===== src/include/fdcce_pkg.sv =====
// package of constants for the floppy control-command engine
package fdcce_pkg;
    // =====================================================================
    // register map (byte addresses)
    localparam logic [7:0] CMD_OFF = 8'h00;
    localparam logic [7:0] STATUS_OFF = 8'h04;
    localparam logic [7:0] RESULT_OFF = 8'h08;
    localparam logic [7:0] CONFIG_OFF = 8'h0C;
    localparam logic [7:0] ID_OFF = 8'h10;
    localparam logic [7:0] PCYL_OFF = 8'h14;
    // =====================================================================
    // command codes in CMD[3:0]; drive in CMD[5:4]; target cylinder in CMD[15:8]
    localparam logic [3:0] OP_READ_ID = 4'hA;
    localparam logic [3:0] OP_RECAL = 4'h7;
    localparam logic [3:0] OP_SEEK = 4'hF;
    localparam logic [3:0] OP_SENSE_INT = 4'h8;
    localparam logic [3:0] OP_SENSE_DRV = 4'h4;
    localparam logic [3:0] OP_POWER_DOWN = 4'h1;
    localparam logic [3:0] OP_POWER_UP = 4'h2;
    // =====================================================================
    // status register zero fields and status register one missing-mark bit
    localparam int ST0_SE_BIT = 5;
    localparam int ST0_EC_BIT = 4;
    localparam int ST0_H_BIT = 2;
    localparam int ST0_IC_LSB = 6;
    localparam logic [1:0] IC_NORMAL = 2'h0;
    localparam logic [1:0] IC_ABNORMAL = 2'h1;
    localparam logic [1:0] IC_POLL = 2'h3;
    localparam int ST1_MA_BIT = 0;
    // =====================================================================
    // status register bit positions
    localparam int STAT_BUSY_BIT = 0;
    localparam int STAT_RES_BIT = 1;
    localparam int STAT_INT_BIT = 2;
    localparam int STAT_PD_BIT = 3;
    localparam int STAT_DBUSY_LSB = 4;
    // =====================================================================
    // timing
    localparam int CLK_HZ = 50000000;
    localparam int STEP_PULSE_NS = 1000;
    localparam int STEP_PULSE_CYC = (STEP_PULSE_NS * (CLK_HZ / 1000000) + 999) / 1000;
    localparam int SRT_UNIT_US = 500;
    localparam int SRT_UNIT_CYC = SRT_UNIT_US * (CLK_HZ / 1000000);
    localparam logic [7:0] RECAL_MAX_STEPS = 8'd79;
    localparam logic [3:0] SRT_RESET = 4'h8;
    localparam int NUM_DRIVES = 4;
endpackage


===== src/fdcce_stepper.sv =====
// per-drive head positioner: seek and return to track zero
`timescale 1ns/1ns
`default_nettype none
module fdcce_stepper
    import fdcce_pkg::*;
#(
    parameter int UNIT_CYC = SRT_UNIT_CYC
)(
    input wire logic clk,
    input wire logic rst_n,
    input wire logic start_seek,
    input wire logic start_recal,
    input wire logic clear_cyl,
    input wire logic [7:0] target,
    input wire logic [3:0] step_rate_interval,
    input wire logic trk0,
    output logic [7:0] cyl,
    output logic step,
    output logic dir,
    output logic active,
    output logic done,
    output logic fail
);
    typedef enum logic [1:0] {ST_IDLE, ST_PULSE, ST_WAIT, ST_CHECK} fdcce_stp_t;
    fdcce_stp_t state_reg;
    logic recal_reg;
    logic [7:0] tgt_reg;
    logic [7:0] count_reg;
    logic [23:0] timer_reg;
    logic [23:0] gap_cyc;
    logic at_target;
    logic last_pulse;
    // srt code 0 means the longest interval, as in 16 units
    assign gap_cyc = 24'(UNIT_CYC) * 24'((5'h10 - {1'b0, step_rate_interval}));
    assign at_target = (cyl == tgt_reg);
    assign last_pulse = (count_reg == RECAL_MAX_STEPS);
    assign step = (state_reg == ST_PULSE);
    assign active = (state_reg != ST_IDLE);
    always_ff @(posedge clk)
    begin
        done <= 1'b0;
        fail <= 1'b0;
        if (!rst_n)
        begin
            state_reg <= ST_IDLE;
            recal_reg <= 1'b0;
            tgt_reg <= 8'h00;
            count_reg <= 8'h00;
            timer_reg <= 24'h000000;
            cyl <= 8'h00;
            dir <= 1'b0;
        end
        else if (clear_cyl)
        begin
            state_reg <= ST_IDLE;
            // a cut pulse must not leave its count for the next start
            timer_reg <= 24'h000000;
            cyl <= 8'h00;
        end
        else if (start_recal)
        begin
            cyl <= 8'h00;
            recal_reg <= 1'b1;
            tgt_reg <= 8'h00;
            count_reg <= 8'h00;
            dir <= 1'b0;
            state_reg <= ST_CHECK;
        end
        else if (start_seek)
        begin
            recal_reg <= 1'b0;
            tgt_reg <= target;
            dir <= (cyl < target);
            state_reg <= ST_CHECK;
        end
        else
        begin
            unique case (state_reg)
                ST_IDLE: ;
                ST_PULSE:
                begin
                    if (timer_reg == 24'(STEP_PULSE_CYC - 1))
                    begin
                        timer_reg <= 24'h000000;
                        state_reg <= ST_WAIT;
                        if (!recal_reg)
                            cyl <= dir ? cyl + 8'h01 : cyl - 8'h01;
                    end
                    else
                        timer_reg <= timer_reg + 24'h000001;
                end
                ST_WAIT:
                begin
                    // programmed step spacing
                    // pulse, wait and check cycles add up to one interval
                    if (timer_reg >= gap_cyc - 24'(STEP_PULSE_CYC) - 24'h000002)
                    begin
                        timer_reg <= 24'h000000;
                        state_reg <= ST_CHECK;
                    end
                    else
                        timer_reg <= timer_reg + 24'h000001;
                end
                ST_CHECK:
                begin
                    if (recal_reg)
                    begin
                        if (trk0)
                        begin
                            done <= 1'b1;
                            state_reg <= ST_IDLE;
                        end
                        else if (last_pulse)
                        begin
                            done <= 1'b1;
                            fail <= 1'b1;
                            state_reg <= ST_IDLE;
                        end
                        else
                        begin
                            count_reg <= count_reg + 8'h01;
                            state_reg <= ST_PULSE;
                        end
                    end
                    else if (at_target)
                    begin
                        done <= 1'b1;
                        state_reg <= ST_IDLE;
                    end
                    else
                        state_reg <= ST_PULSE;
                end
            endcase
        end
    end
endmodule // fdcce_stepper
`default_nettype wire


===== src/fdcce_idscan.sv =====
// read-id scanner: waits for an id field or two index pulses
`timescale 1ns/1ns
`default_nettype none
module fdcce_idscan
    import fdcce_pkg::*;
(
    input wire logic clk,
    input wire logic rst_n,
    input wire logic start,
    input wire logic index_rise,
    input wire logic id_valid,
    input wire logic [31:0] id_field,
    output logic [31:0] chrn,
    output logic done,
    output logic missing
);
    logic busy_reg;
    logic [1:0] idx_reg;
    always_ff @(posedge clk)
    begin
        done <= 1'b0;
        missing <= 1'b0;
        if (!rst_n)
        begin
            busy_reg <= 1'b0;
            idx_reg <= 2'h0;
            chrn <= 32'h00000000;
        end
        else if (start)
        begin
            busy_reg <= 1'b1;
            idx_reg <= 2'h0;
        end
        else if (busy_reg)
        begin
            if (id_valid)
            begin
                chrn <= id_field;
                done <= 1'b1;
                busy_reg <= 1'b0;
            end
            else if (index_rise && idx_reg == 2'h1)
            begin
                done <= 1'b1;
                missing <= 1'b1;
                busy_reg <= 1'b0;
            end
            else if (index_rise)
                idx_reg <= idx_reg + 2'h1;
        end
    end
endmodule // fdcce_idscan
`default_nettype wire


===== src/fdcce_top.sv =====
// floppy control-command engine with ahb-lite register slave
// How it works
// - control commands move no data; only read-id, recal, seek interrupt
// - read-id stores c,h,r,n of the first good id field
// - no id mark by second index: code 01, missing-mark flag, end
// - recalibrate clears present cylinder, then samples track zero
// - step out with direction 0 until track zero; then seek-end
// - still not track zero after 79 pulses: seek-end and equipment-check
// - busy only in command phase, for read-id until it ends; drives seek in parallel
// - seek direction 1 if present below target, else 0
// - step spacing follows the programmed step-rate interval
// - after each step compare; on match set seek-end and end
// - seek and recal have no result; head bit reads 0
// - leaving power-down clears cylinders and pending status
// - interrupt on read-id result and end of seek or recal
// - interrupt query clears interrupt and reports code and seek-end
// - cause codes: poll 0/11, normal 1/00, abnormal 1/01
// - drive stays busy until interrupt query is issued
// - drive status query goes straight to result in status three
`timescale 1ns/1ns
`default_nettype none
module fdcce_top
    import fdcce_pkg::*;
#(
    parameter int SRT_UNIT = SRT_UNIT_CYC
)(
    input wire logic CLOCK,
    input wire logic RST_N,
    input wire logic HSEL,
    input wire logic [31:0] HADDR,
    input wire logic [1:0] HTRANS,
    input wire logic HWRITE,
    input wire logic [2:0] HSIZE,
    input wire logic [31:0] HWDATA,
    input wire logic HREADY,
    output logic [31:0] HRDATA,
    output logic HREADYOUT,
    output logic HRESP,
    input wire logic TRACK_ZERO_IN,
    input wire logic INDEX_PULSE_IN,
    input wire logic WRITE_PROTECT_IN,
    input wire logic ID_VALID,
    input wire logic [31:0] ID_FIELD,
    output logic [1:0] DRIVE_SEL,
    output logic STEP,
    output logic DIR,
    output logic INT
);
    // =====================================================================
    // bus slave
    logic wr_pend_reg;
    logic [7:0] addr_reg;
    logic take;
    logic cmd_wr;
    logic cfg_wr;
    assign take = HSEL && HREADY && HTRANS[1];
    assign HREADYOUT = 1'b1;
    assign HRESP = 1'b0;
    assign cmd_wr = wr_pend_reg && (addr_reg == CMD_OFF);
    assign cfg_wr = wr_pend_reg && (addr_reg == CONFIG_OFF);
    always_ff @(posedge CLOCK)
    begin
        if (!RST_N)
        begin
            wr_pend_reg <= 1'b0;
            addr_reg <= 8'h00;
        end
        else
        begin
            wr_pend_reg <= take && HWRITE;
            if (take)
                addr_reg <= HADDR[7:0];
        end
    end
    // =====================================================================
    // pin synchronisers: three flops, change counted when 2 and 3 agree
    logic [2:0] trk_sync;
    logic [2:0] idx_sync;
    logic [2:0] wp_sync;
    logic trk0_reg;
    logic idx_reg;
    logic idx_prev;
    logic wp_reg;
    always_ff @(posedge CLOCK)
    begin
        if (!RST_N)
        begin
            trk_sync <= 3'h0;
            idx_sync <= 3'h7;
            wp_sync <= 3'h0;
            trk0_reg <= 1'b0;
            idx_reg <= 1'b0;
            idx_prev <= 1'b0;
            wp_reg <= 1'b0;
        end
        else
        begin
            trk_sync <= {trk_sync[1:0], TRACK_ZERO_IN};
            idx_sync <= {idx_sync[1:0], INDEX_PULSE_IN};
            wp_sync <= {wp_sync[1:0], WRITE_PROTECT_IN};
            // track zero pin active high: high level on line means at track 0 here
            if (trk_sync[1] == trk_sync[2])
                trk0_reg <= trk_sync[2];
            if (idx_sync[1] == idx_sync[2])
                idx_reg <= ~idx_sync[2];
            if (wp_sync[1] == wp_sync[2])
                wp_reg <= wp_sync[2];
            idx_prev <= idx_reg;
        end
    end
    // =====================================================================
    // command decode
    logic [3:0] op;
    logic [1:0] cmd_drv;
    logic [7:0] cmd_tgt;
    logic pd_reg;
    logic pu_cmd;
    logic live;
    assign op = HWDATA[3:0];
    assign cmd_drv = HWDATA[5:4];
    assign cmd_tgt = HWDATA[15:8];
    assign live = cmd_wr && !pd_reg;
    assign pu_cmd = cmd_wr && (op == OP_POWER_UP) && pd_reg;
    logic [3:0] srt_reg;
    always_ff @(posedge CLOCK)
    begin
        if (!RST_N)
            srt_reg <= SRT_RESET;
        else if (cfg_wr)
            srt_reg <= HWDATA[3:0];
    end
    // =====================================================================
    // drives
    logic [NUM_DRIVES-1:0] drv_step;
    logic [NUM_DRIVES-1:0] drv_dir;
    logic [NUM_DRIVES-1:0] drv_active;
    logic [NUM_DRIVES-1:0] drv_done;
    logic [NUM_DRIVES-1:0] drv_fail;
    logic [7:0] drv_cyl [NUM_DRIVES];
    logic [NUM_DRIVES-1:0] pend_reg;
    logic [NUM_DRIVES-1:0] abn_reg;
    logic [NUM_DRIVES-1:0] ecf_reg;
    logic [NUM_DRIVES-1:0] drv_hit;
    logic [1:0] sel_reg;
    logic rid_pend_reg;
    logic rid_abn_reg;
    logic poll_reg;
    logic sense_cmd;
    logic [1:0] pick;
    logic any_pend;
    assign sense_cmd = live && (op == OP_SENSE_INT);
    // lowest pending drive is reported first
    assign pick = pend_reg[0] ? 2'd0 : pend_reg[1] ? 2'd1 : pend_reg[2] ? 2'd2 : 2'd3;
    assign any_pend = |pend_reg;
    genvar g;
    generate
        for (g = 0; g < NUM_DRIVES; g = g + 1)
        begin : g_drv
            assign drv_hit[g] = live && (cmd_drv == 2'(g));
            fdcce_stepper #(.UNIT_CYC(SRT_UNIT)) u_stp (
                .clk(CLOCK),
                .rst_n(RST_N),
                .start_seek(drv_hit[g] && (op == OP_SEEK)),
                .start_recal(drv_hit[g] && (op == OP_RECAL)),
                .clear_cyl(pu_cmd),
                .target(cmd_tgt),
                .step_rate_interval(srt_reg),
                .trk0(trk0_reg),
                .cyl(drv_cyl[g]),
                .step(drv_step[g]),
                .dir(drv_dir[g]),
                .active(drv_active[g]),
                .done(drv_done[g]),
                .fail(drv_fail[g])
            );
            always_ff @(posedge CLOCK)
            begin
                if (!RST_N || pu_cmd)
                begin
                    pend_reg[g] <= 1'b0;
                    abn_reg[g] <= 1'b0;
                    ecf_reg[g] <= 1'b0;
                end
                // end of seek or recal sets pending, set beats clear
                else if (drv_done[g])
                begin
                    pend_reg[g] <= 1'b1;
                    abn_reg[g] <= drv_fail[g];
                    ecf_reg[g] <= drv_fail[g];
                end
                else if (sense_cmd && !rid_pend_reg && pick == 2'(g))
                    pend_reg[g] <= 1'b0;
            end
        end
    endgenerate
    // only one drive on the cable is selected; its stepper drives the pins
    assign STEP = drv_step[sel_reg];
    assign DIR = drv_dir[sel_reg];
    assign DRIVE_SEL = sel_reg;
    // =====================================================================
    // read id
    logic rid_done;
    logic rid_miss;
    logic [31:0] rid_chrn;
    logic rid_busy_reg;
    fdcce_idscan u_id (
        .clk(CLOCK),
        .rst_n(RST_N),
        .start(live && (op == OP_READ_ID)),
        .index_rise(idx_reg && !idx_prev),
        .id_valid(ID_VALID),
        .id_field(ID_FIELD),
        .chrn(rid_chrn),
        .done(rid_done),
        .missing(rid_miss)
    );
    // =====================================================================
    // results and interrupt
    logic [7:0] res0_reg;
    logic [7:0] res1_reg;
    logic res_valid_reg;
    logic [7:0] st0_seek;
    logic [7:0] st0_rid;
    logic [7:0] st3;
    logic cmd_phase_reg;
    // head bit zero for seek status, taken from the id field for read-id; cause encoding
    assign st0_seek = {abn_reg[pick] ? IC_ABNORMAL : IC_NORMAL, 1'b1, ecf_reg[pick],
        1'b0, 1'b0, pick};
    assign st0_rid = {(rid_done ? rid_miss : rid_abn_reg) ? IC_ABNORMAL : IC_NORMAL, 1'b0, 1'b0, 1'b0,
        rid_chrn[16], sel_reg};
    assign st3 = {1'b0, wp_reg, 1'b1, trk0_reg, 1'b1, 1'b0, sel_reg};
    always_ff @(posedge CLOCK)
    begin
        if (!RST_N || pu_cmd)
        begin
            res0_reg <= 8'h00;
            res1_reg <= 8'h00;
            res_valid_reg <= 1'b0;
            rid_pend_reg <= 1'b0;
            rid_abn_reg <= 1'b0;
            rid_busy_reg <= 1'b0;
            poll_reg <= !RST_N;
            sel_reg <= 2'h0;
            cmd_phase_reg <= 1'b0;
            pd_reg <= 1'b0;
        end
        else
        begin
            // busy only through the command phase
            cmd_phase_reg <= live && (op == OP_SEEK || op == OP_RECAL || op == OP_READ_ID);
            if (live && (op == OP_SEEK || op == OP_RECAL || op == OP_READ_ID))
                sel_reg <= cmd_drv;
            if (live && op == OP_POWER_DOWN)
                pd_reg <= 1'b1;
            if (live && op == OP_READ_ID)
                rid_busy_reg <= 1'b1;
            if (rid_done)
            begin
                rid_busy_reg <= 1'b0;
                rid_pend_reg <= 1'b1;
                rid_abn_reg <= rid_miss;
                res0_reg <= st0_rid;
                res1_reg <= {7'h00, rid_miss} << ST1_MA_BIT;
                res_valid_reg <= 1'b1;
            end
            // query clears interrupt and reports cause
            else if (sense_cmd)
            begin
                res_valid_reg <= 1'b1;
                poll_reg <= 1'b0;
                if (rid_pend_reg)
                begin
                    rid_pend_reg <= 1'b0;
                    res0_reg <= st0_rid;
                    res1_reg <= rid_chrn[31:24];
                end
                else if (any_pend)
                begin
                    res0_reg <= st0_seek;
                    res1_reg <= drv_cyl[pick];
                end
                else
                begin
                    res0_reg <= {poll_reg ? IC_POLL : IC_ABNORMAL, 6'h00};
                    res1_reg <= 8'h00;
                end
            end
            else if (live && op == OP_SENSE_DRV)
            begin
                res0_reg <= st3;
                res1_reg <= 8'h00;
                res_valid_reg <= 1'b1;
            end
        end
    end
    assign INT = any_pend || rid_pend_reg || poll_reg;
    // =====================================================================
    // read mux
    logic [31:0] stat_word;
    logic [31:0] rd_mux;
    assign stat_word = {24'h000000, drv_active | pend_reg, pd_reg, INT, res_valid_reg,
        cmd_phase_reg || rid_busy_reg};
    assign rd_mux = (addr_reg == STATUS_OFF) ? stat_word :
        (addr_reg == RESULT_OFF) ? {16'h0000, res1_reg, res0_reg} :
        (addr_reg == CONFIG_OFF) ? {28'h0000000, srt_reg} :
        (addr_reg == ID_OFF) ? rid_chrn :
        (addr_reg == PCYL_OFF) ? {drv_cyl[3], drv_cyl[2], drv_cyl[1], drv_cyl[0]} :
        32'h00000000;
    assign HRDATA = rd_mux;
    // =====================================================================
    // checks
    property p_recal_dir;
        @(posedge CLOCK) disable iff (!RST_N)
        (drv_active[0] && !drv_step[0] && g_drv[0].u_stp.recal_reg) |-> !drv_dir[0];
    endproperty
    a_recal_dir: assert property (p_recal_dir) else $error("recal dir not zero");
    property p_seek_dir;
        @(posedge CLOCK) disable iff (!RST_N)
        (live && op == OP_SEEK && cmd_drv == 2'd0 && drv_cyl[0] < cmd_tgt
            && !pu_cmd) |=> drv_dir[0];
    endproperty
    a_seek_dir: assert property (p_seek_dir) else $error("seek in dir wrong");
    property p_done_int;
        @(posedge CLOCK) disable iff (!RST_N)
        (drv_done[1] && !pu_cmd) |=> INT && pend_reg[1];
    endproperty
    a_done_int: assert property (p_done_int) else $error("no interrupt at seek end");
    property p_sense_clr;
        @(posedge CLOCK) disable iff (!RST_N)
        (sense_cmd && pend_reg == 4'b0001 && !rid_pend_reg && !poll_reg
            && drv_done == 4'h0) |=> !INT;
    endproperty
    a_sense_clr: assert property (p_sense_clr) else $error("query kept interrupt");
    property p_head_zero;
        @(posedge CLOCK) disable iff (!RST_N)
        (sense_cmd && !rid_pend_reg && any_pend) |=> !res0_reg[ST0_H_BIT] && res0_reg[ST0_SE_BIT];
    endproperty
    a_head_zero: assert property (p_head_zero) else $error("head bit set");
    property p_fail_ec;
        @(posedge CLOCK) disable iff (!RST_N)
        (drv_fail[0] && !pu_cmd) |=> abn_reg[0] && ecf_reg[0];
    endproperty
    a_fail_ec: assert property (p_fail_ec) else $error("recal fail flags");
    property p_wake;
        @(posedge CLOCK) disable iff (!RST_N)
        pu_cmd |=> (drv_cyl[0] == 8'h00) && (pend_reg == 4'h0) && !res_valid_reg;
    endproperty
    a_wake: assert property (p_wake) else $error("wake left state");
    property p_miss;
        @(posedge CLOCK) disable iff (!RST_N)
        (rid_done && rid_miss && !pu_cmd) |=> rid_abn_reg && res1_reg[ST1_MA_BIT];
    endproperty
    a_miss: assert property (p_miss) else $error("missing mark not flagged");
    property p_busy;
        @(posedge CLOCK) disable iff (!RST_N)
        (live && op == OP_SEEK && !pu_cmd) |=> stat_word[STAT_BUSY_BIT] ##1 !cmd_phase_reg;
    endproperty
    a_busy: assert property (p_busy) else $error("busy phase wrong");
endmodule // fdcce_top
`default_nettype wire


===== config.mk =====
export PLATFORM = sky130hd
export DESIGN_NAME = fdcce_top
export DESIGN_NICKNAME = d
export VERILOG_FILES = /design/src/include/fdcce_pkg.sv /design/src/fdcce_stepper.sv /design/src/fdcce_idscan.sv /design/src/fdcce_top.sv
export SDC_FILE = /design/constraint.sdc
export NUM_CORES = 1
export LEC_CHECK = 0
export ABC_AREA = 1
export BUFFER_PORTS_ARGS = -buffer_cell sky130_fd_sc_hd__buf_2
export CELL_PAD_IN_SITES_DETAIL_PLACEMENT = 0
export CELL_PAD_IN_SITES_GLOBAL_PLACEMENT = 1
export CORE_ASPECT_RATIO = 1.75
export CORE_MARGIN = 3
export CORE_UTILIZATION = 50
export CTS_BUF_LIST = sky130_fd_sc_hd__clkbuf_8
export DETAILED_ROUTE_END_ITERATION = 10
export PLACE_DENSITY_LB_ADDON = 0.1
export SLEW_MARGIN = 15
export SYNTH_ARGS = -nofsm -noshare
export SYNTH_HDL_FRONTEND = slang
export SYNTH_HIERARCHICAL = 1
export SYNTH_SLANG_ARGS = --single-unit

===== constraint.sdc =====
create_clock -name CLOCK -period 9.6 [get_ports CLOCK]
set_input_delay 0.48 -clock CLOCK [delete_from_list [all_inputs] [get_ports CLOCK]]
set_output_delay 0.48 -clock CLOCK [all_outputs]
set_load 0.005 [all_outputs]

-- Word-level counts from Yosys, hierarchy flattened
Cells that the tools add are included.
- register bits: 312
- logic and storage cells: 481
- add/sub/neg operators: 20
- multiply operators: 1
- $lt $le $gt $ge: 11
- eq/ne operators: 67
- mux-type cells: 168
- bitwise gates (word level): 25
- reduce and logical (&&, ||, !) cells: 118
- operator list (operator ; count):
    2-to-1 mux 8 bit ; 47
    2-to-1 mux 24 bit ; 8
    case mux 24 bit (2 select lines) ; 4
    2-to-1 mux 32 bit ; 5
    adder 24 x 1 -> 24 bit (second input constant) ; 4
    equality test 24 x 6 -> 1 bit (second input constant) ; 4
    greater-or-equal comparator 24 bit ; 4
    2-to-1 mux 1 bit ; 69
    adder 8 x 1 -> 8 bit (second input constant) ; 8
    2-to-1 mux 2 bit ; 27
    nonzero test 2 bit ; 27
    equality test 8 x 7 -> 1 bit (second input constant) ; 4
    equality test 8 bit ; 4
    logical AND 1 bit ; 32
    < comparator 8 bit ; 4
    subtractor 8 x 1 -> 8 bit (second input constant) ; 4
    OR reduction 7 bit ; 4
    AND reduction 3 bit ; 9
    equality test 2 bit (second input constant) ; 12
    multiplier 12 x 24 -> 21 bit (first input constant) ; 1
    case mux 2 bit (3 select lines) ; 4
    AND reduction 6 bit ; 4
    subtractor 24 x 2 -> 24 bit (second input constant) ; 1
    subtractor 24 x 6 -> 24 bit (second input constant) ; 1
    34 further kinds ; 119

-- Depth between registers and ports, before layout
- depth in word-level cells: 11
- gate-level depth with buffers: 39
- depth with buffers taken out: 39

-- Hierarchy
The synthesis kept the hierarchy.
- by module, submodules not included (module ; instances ; cells an instance ; area each (um2) ; sequential area each (um2)):
    fdcce_stepper at g_drv[2].u_stp ; 1 ; 794 ; 5485.3 ; 1081.0
    fdcce_stepper at g_drv[3].u_stp ; 1 ; 822 ; 5467.7 ; 1081.0
    fdcce_stepper at g_drv[0].u_stp ; 1 ; 772 ; 5278.8 ; 1081.0
    fdcce_stepper at g_drv[1].u_stp ; 1 ; 779 ; 5248.8 ; 1081.0
    fdcce_top ; 1 ; 544 ; 3465.8 ; 1191.1
    fdcce_idscan ; 1 ; 169 ; 1326.3 ; 740.7

-- Worst setup path after synthesis
No wires, ideal clock.
- kind: flip-flop to flip-flop
- start point: register srt_reg[0]
- end point: register g_drv[1].u_stp.timer_reg[9]
- setup time: 0.117 ns
- arrival time: 6.250 ns
- data required time: 9.483 ns
- path slack: 3.232 ns
- cell stages (with the launch flop): 34
- path buffers: 1
- period minus slack after synthesis: 6.368 ns
- cell sequence: dfxtp_1 > inv_1 > ha_1 > inv_1 > nand2_1 > nand2_1 > inv_1 > ha_1 > ha_1 > ha_1 > inv_1 > fa_1 > inv_1 > ha_1 > fa_1 > nor2_1 > nand2_1 > nor2_1 > nand3_1 > a21oi_1 > nand4_1 > nor2_1 > nand3_1 > ha_1 > nand2_1 > inv_1 > nand3_1 > nor3_1 > nand2_1 > nand3_1 > nand2_1 > o21ai_2 > buf_2 > nor2_1
- word-level cells in the longest chain between the ends: 7
- RTL lines (what ; RTL line ; source):
    start: declaration ; fdcce_top.sv:124 ; logic [3:0] srt_reg;
    start signal: assignment ; fdcce_top.sv:130 ; srt_reg <= HWDATA[3:0];
    subtractor 5 x 4 -> 6 bit ; fdcce_stepper.sv:34 ; assign gap_cyc = 24'(UNIT_CYC) * 24'((5'h10 - {1'b0, step_rate_interval}));
    multiplier 12 x 24 -> 21 bit ; fdcce_stepper.sv:34 ;
    subtractor 24 x 6 -> 24 bit ; fdcce_stepper.sv:96 ; if (timer_reg >= gap_cyc - 24'(STEP_PULSE_CYC) - 24'h000002)
    subtractor 24 x 2 -> 24 bit ; fdcce_stepper.sv:96 ;
    greater-or-equal comparator 24 bit ; fdcce_stepper.sv:96 ;
    2-to-1 mux 24 bit ; fdcce_stepper.sv:96 ;
    case mux 24 bit (2 select lines) ; fdcce_stepper.sv:78 ; unique case (state_reg)
    end signal: assignment ; fdcce_stepper.sv:90 ; timer_reg <= timer_reg + 24'h000001;
    end signal: assignment ; fdcce_stepper.sv:102 ; timer_reg <= timer_reg + 24'h000001;
    end: declaration ; fdcce_stepper.sv:29 ; logic [23:0] timer_reg;
No other way between the ends.
A chain may end at the register's enable or synchronous reset.

-- Worst setup path after layout
- start point: register srt_reg[1]
- end point: register g_drv[3].u_stp.timer_reg[6]
- word-level cells in the longest chain between the ends: 7
- RTL lines (what ; RTL line):
    subtractor 5 x 4 -> 6 bit ; fdcce_stepper.sv:34
    multiplier 12 x 24 -> 21 bit ; fdcce_stepper.sv:34
    subtractor 24 x 6 -> 24 bit ; fdcce_stepper.sv:96
    subtractor 24 x 2 -> 24 bit ; fdcce_stepper.sv:96
    greater-or-equal comparator 24 bit ; fdcce_stepper.sv:96
    2-to-1 mux 24 bit ; fdcce_stepper.sv:96
    case mux 24 bit (2 select lines) ; fdcce_stepper.sv:78
    end signal: assignment ; fdcce_stepper.sv:90
    end signal: assignment ; fdcce_stepper.sv:102
    end: declaration ; fdcce_stepper.sv:29
No other way between the ends.

==> results.sh <==
export IMPL_hold_ws_ns=0.0521
export IMPL_vias=24900
export IMPL_yosys_area_share_adder_pct=16.9
export IMPL_pre_cts_slack_ns=2.46
export IMPL_fin_area_mm2=0.0284
export IMPL_fin_worst_skew_ns=0.0444
export IMPL_synth_xor_area_share_pct=6.06
export IMPL_cp_max_fo=23
export IMPL_start_util_pct=50.8
export IMPL_cp_arrival_ns=7.47
export IMPL_nets=4443
export IMPL_finalSetupTns_ns=0
export IMPL_min_to="idx_sync[0]"
export IMPL_worst_pin_slew_ns=0.992
export IMPL_yosys_warnings=6
export IMPL_maxSlewViolCount=0
export IMPL_cp_required_ns=10.03
export IMPL_cp_startpoint="srt_reg[1]"
export IMPL_die_area_mm2=0.0554
export IMPL_ys_seq_area_share_pct=23.8
export IMPL_synth_top_family_by_area="simple AND/OR/NAND/NOR gates"
export IMPL_hold_path_depth=2
export IMPL_synth_edf_count=1
export IMPL_io_pins=149
export IMPL_layout_common_cells="799 x nand2_1, 588 x inv_1, 413 x nor2_1, 330 x ha_1, 319 x nand3_1"
export IMPL_drive_gt1_share_pct=8.90
export IMPL_setup_viol=0
export IMPL_synth_seq_cells=312
export IMPL_placed_cells=4609
export IMPL_cts_num_sinks=312
export IMPL_cts_max_level=2
export IMPL_synth_simple_area_share_pct=33.2
export IMPL_io_buffers=100
export IMPL_worstHoldStart="INDEX_PULSE_IN"
export IMPL_min_period_ns=7.03
export IMPL_max_freq_mhz=142
export IMPL_clk_root_buffer_cell="clkbuf_8"
export IMPL_totalPowerFinal_mw=2.90
export IMPL_async_flop_share_pct=0
export IMPL_final_cells=4695
export IMPL_grt_use_total_pct=26.8
export IMPL_post_route_drc_count=0
export IMPL_cts_hold_fix_buffers=0
export IMPL_leakage_nw=13.8
export IMPL_clkLatencyLatePin_ns=0.63
export IMPL_status="finished clean"
export IMPL_wl_per_cell_um=15.9
export IMPL_rr_startpoint="srt_reg[1]"
export IMPL_post_route_period_util_pct=73.3
export IMPL_rsz0062_at_grt="no"
export IMPL_hold_class="primary input to register"
export IMPL_wirelength_um=74600
export IMPL_die_h_um=309
export IMPL_cts_buffers=48
export IMPL_grt_first_pass_wirelength_um=120000
export IMPL_fin_ws_ns=2.57
export IMPL_hpwl_um=58900
export IMPL_core_area_mm2=0.0517
export IMPL_timing_rr_end="g_drv[3].u_stp/timer_reg[6]"
export IMPL_gp_congestion=0.901
export IMPL_die_width_um=179
export IMPL_drtIter0Drc=1156
export IMPL_yosysUniqueCellTypes=66
export IMPL_cp_common_cell="nand2_1"
export IMPL_largest_register_ffs=96
export IMPL_crit_path_top_delay_cell="o21ai_2"
export IMPL_synth_area_per_cell_um2=6.77
export IMPL_grt_pass1_vias=24500
export IMPL_grt_start_max_net_pins=58
export IMPL_cellPowerDensity_mw_per_mm2=102
export IMPL_cts_tree="yes"
export IMPL_ys_flop_type="dfxtp_1"
export IMPL_reg2reg_setup_slack_ns=2.57
export IMPL_netlist_area_mm2=0.0263
export IMPL_cp_num_buf_inv=4
export IMPL_antenna_found_initial=1
export IMPL_vias_per_cell=5.31
export IMPL_crit_type="register to register"
export IMPL_synth_cells=3880
export IMPL_rows=110
export IMPL_worstRegToRegCells=33
export IMPL_slew_headroom_pct=33.8
export IMPL_path_delay_family="adder cells"
export IMPL_crit_path_end_kind="register"
export IMPL_drtAntennaViolNets=0
export IMPL_syn_to_final_growth_pct=8.12
export IMPL_cp_start_kind="register"
export IMPL_synth_compound_area_share_pct=10.1
export IMPL_post_cts_resized=0
export IMPL_postCtsSetupRepairBufs=0
export IMPL_hold_viol_final=0
export IMPL_grt_overflow=0
export IMPL_drtPass1Iterations=5
export IMPL_path_clk_slew_ns=0.07
export IMPL_place_area_mm2=0.0274
export IMPL_synth_mux_area_share_pct=0
export IMPL_cpPeakStageDelay_ns=0.77
export IMPL_cts_buffer_depth=3
export IMPL_postSynthNetCount=4336
export IMPL_maxCapViolCount=0
export IMPL_post_route_util_pct=54.9
export IMPL_ir_drop_v=0.000146
export IMPL_layout_commonest_cell="nand2_1"
-- cell families after synthesis --
family | Yosys count
simple gates | 1896
buf+inv | 657
compound gates | 486
fa+ha+maj | 346
flops | 312
xor+xnor | 181
other cells | 2
-- cell usage after synthesis (24+ instances only) --
cell,instances,area [um^2]
a21oi_1,229,1150
dfxtp_1,311,6230
ha_1,330,4130
inv_1,571,2140
inv_2,24,90.1
nand2_1,799,3000
nand2_2,34,213
nand3_1,319,1600
nand4_1,108,676
nor2_1,414,1550
nor2_2,28,175
nor3_1,74,370
o21ai_0,158,791
xnor2_1,43,377
xor2_1,137,1200
-- where the power goes --
| group | switching (mW) | internal, mW |
|---|---|---|
| sequential | 0.0274 | 1.32 |
| combinational | 0.251 | 0.114 |
| clock | 0.553 | 0.633 |
| total | 0.831 | 2.07 |
-- how the worst max path moves through the flow --
stage                                               to  cells past startpoint
after floorplan            g_drv[1].u_stp/timer_reg[9]                     33
final                      g_drv[3].u_stp/timer_reg[6]                     33
after CTS                 g_drv[0].u_stp/timer_reg[16]                     33
after global placement    g_drv[0].u_stp/timer_reg[19]                     33
after detailed placement  g_drv[0].u_stp/timer_reg[14]                     36
after global routing      g_drv[0].u_stp/timer_reg[13]                     33
-- layout make-up --
class / instances / area [um^2]
fill: 5520 / 23300
multi-input combinational: 2911 / 17500
sequential: 312 / 6260
inverter: 606 / 2280
clock buffer: 62 / 853
tap: 672 / 841
timing repair buffer: 108 / 561
clock inverter: 23 / 156
antenna: 1 / 2.50
-- metal layers --
metal  up-vias  share of wire, %  GRT usage, %
met2       409                55          53.3
li1      12900                 -             -
met3       180               2.6          2.13
met1     11500                38          28.0
met5         -                 0             0
met4         0               4.5          11.2
No activity file was read; power rests on OpenSTA's default activity.
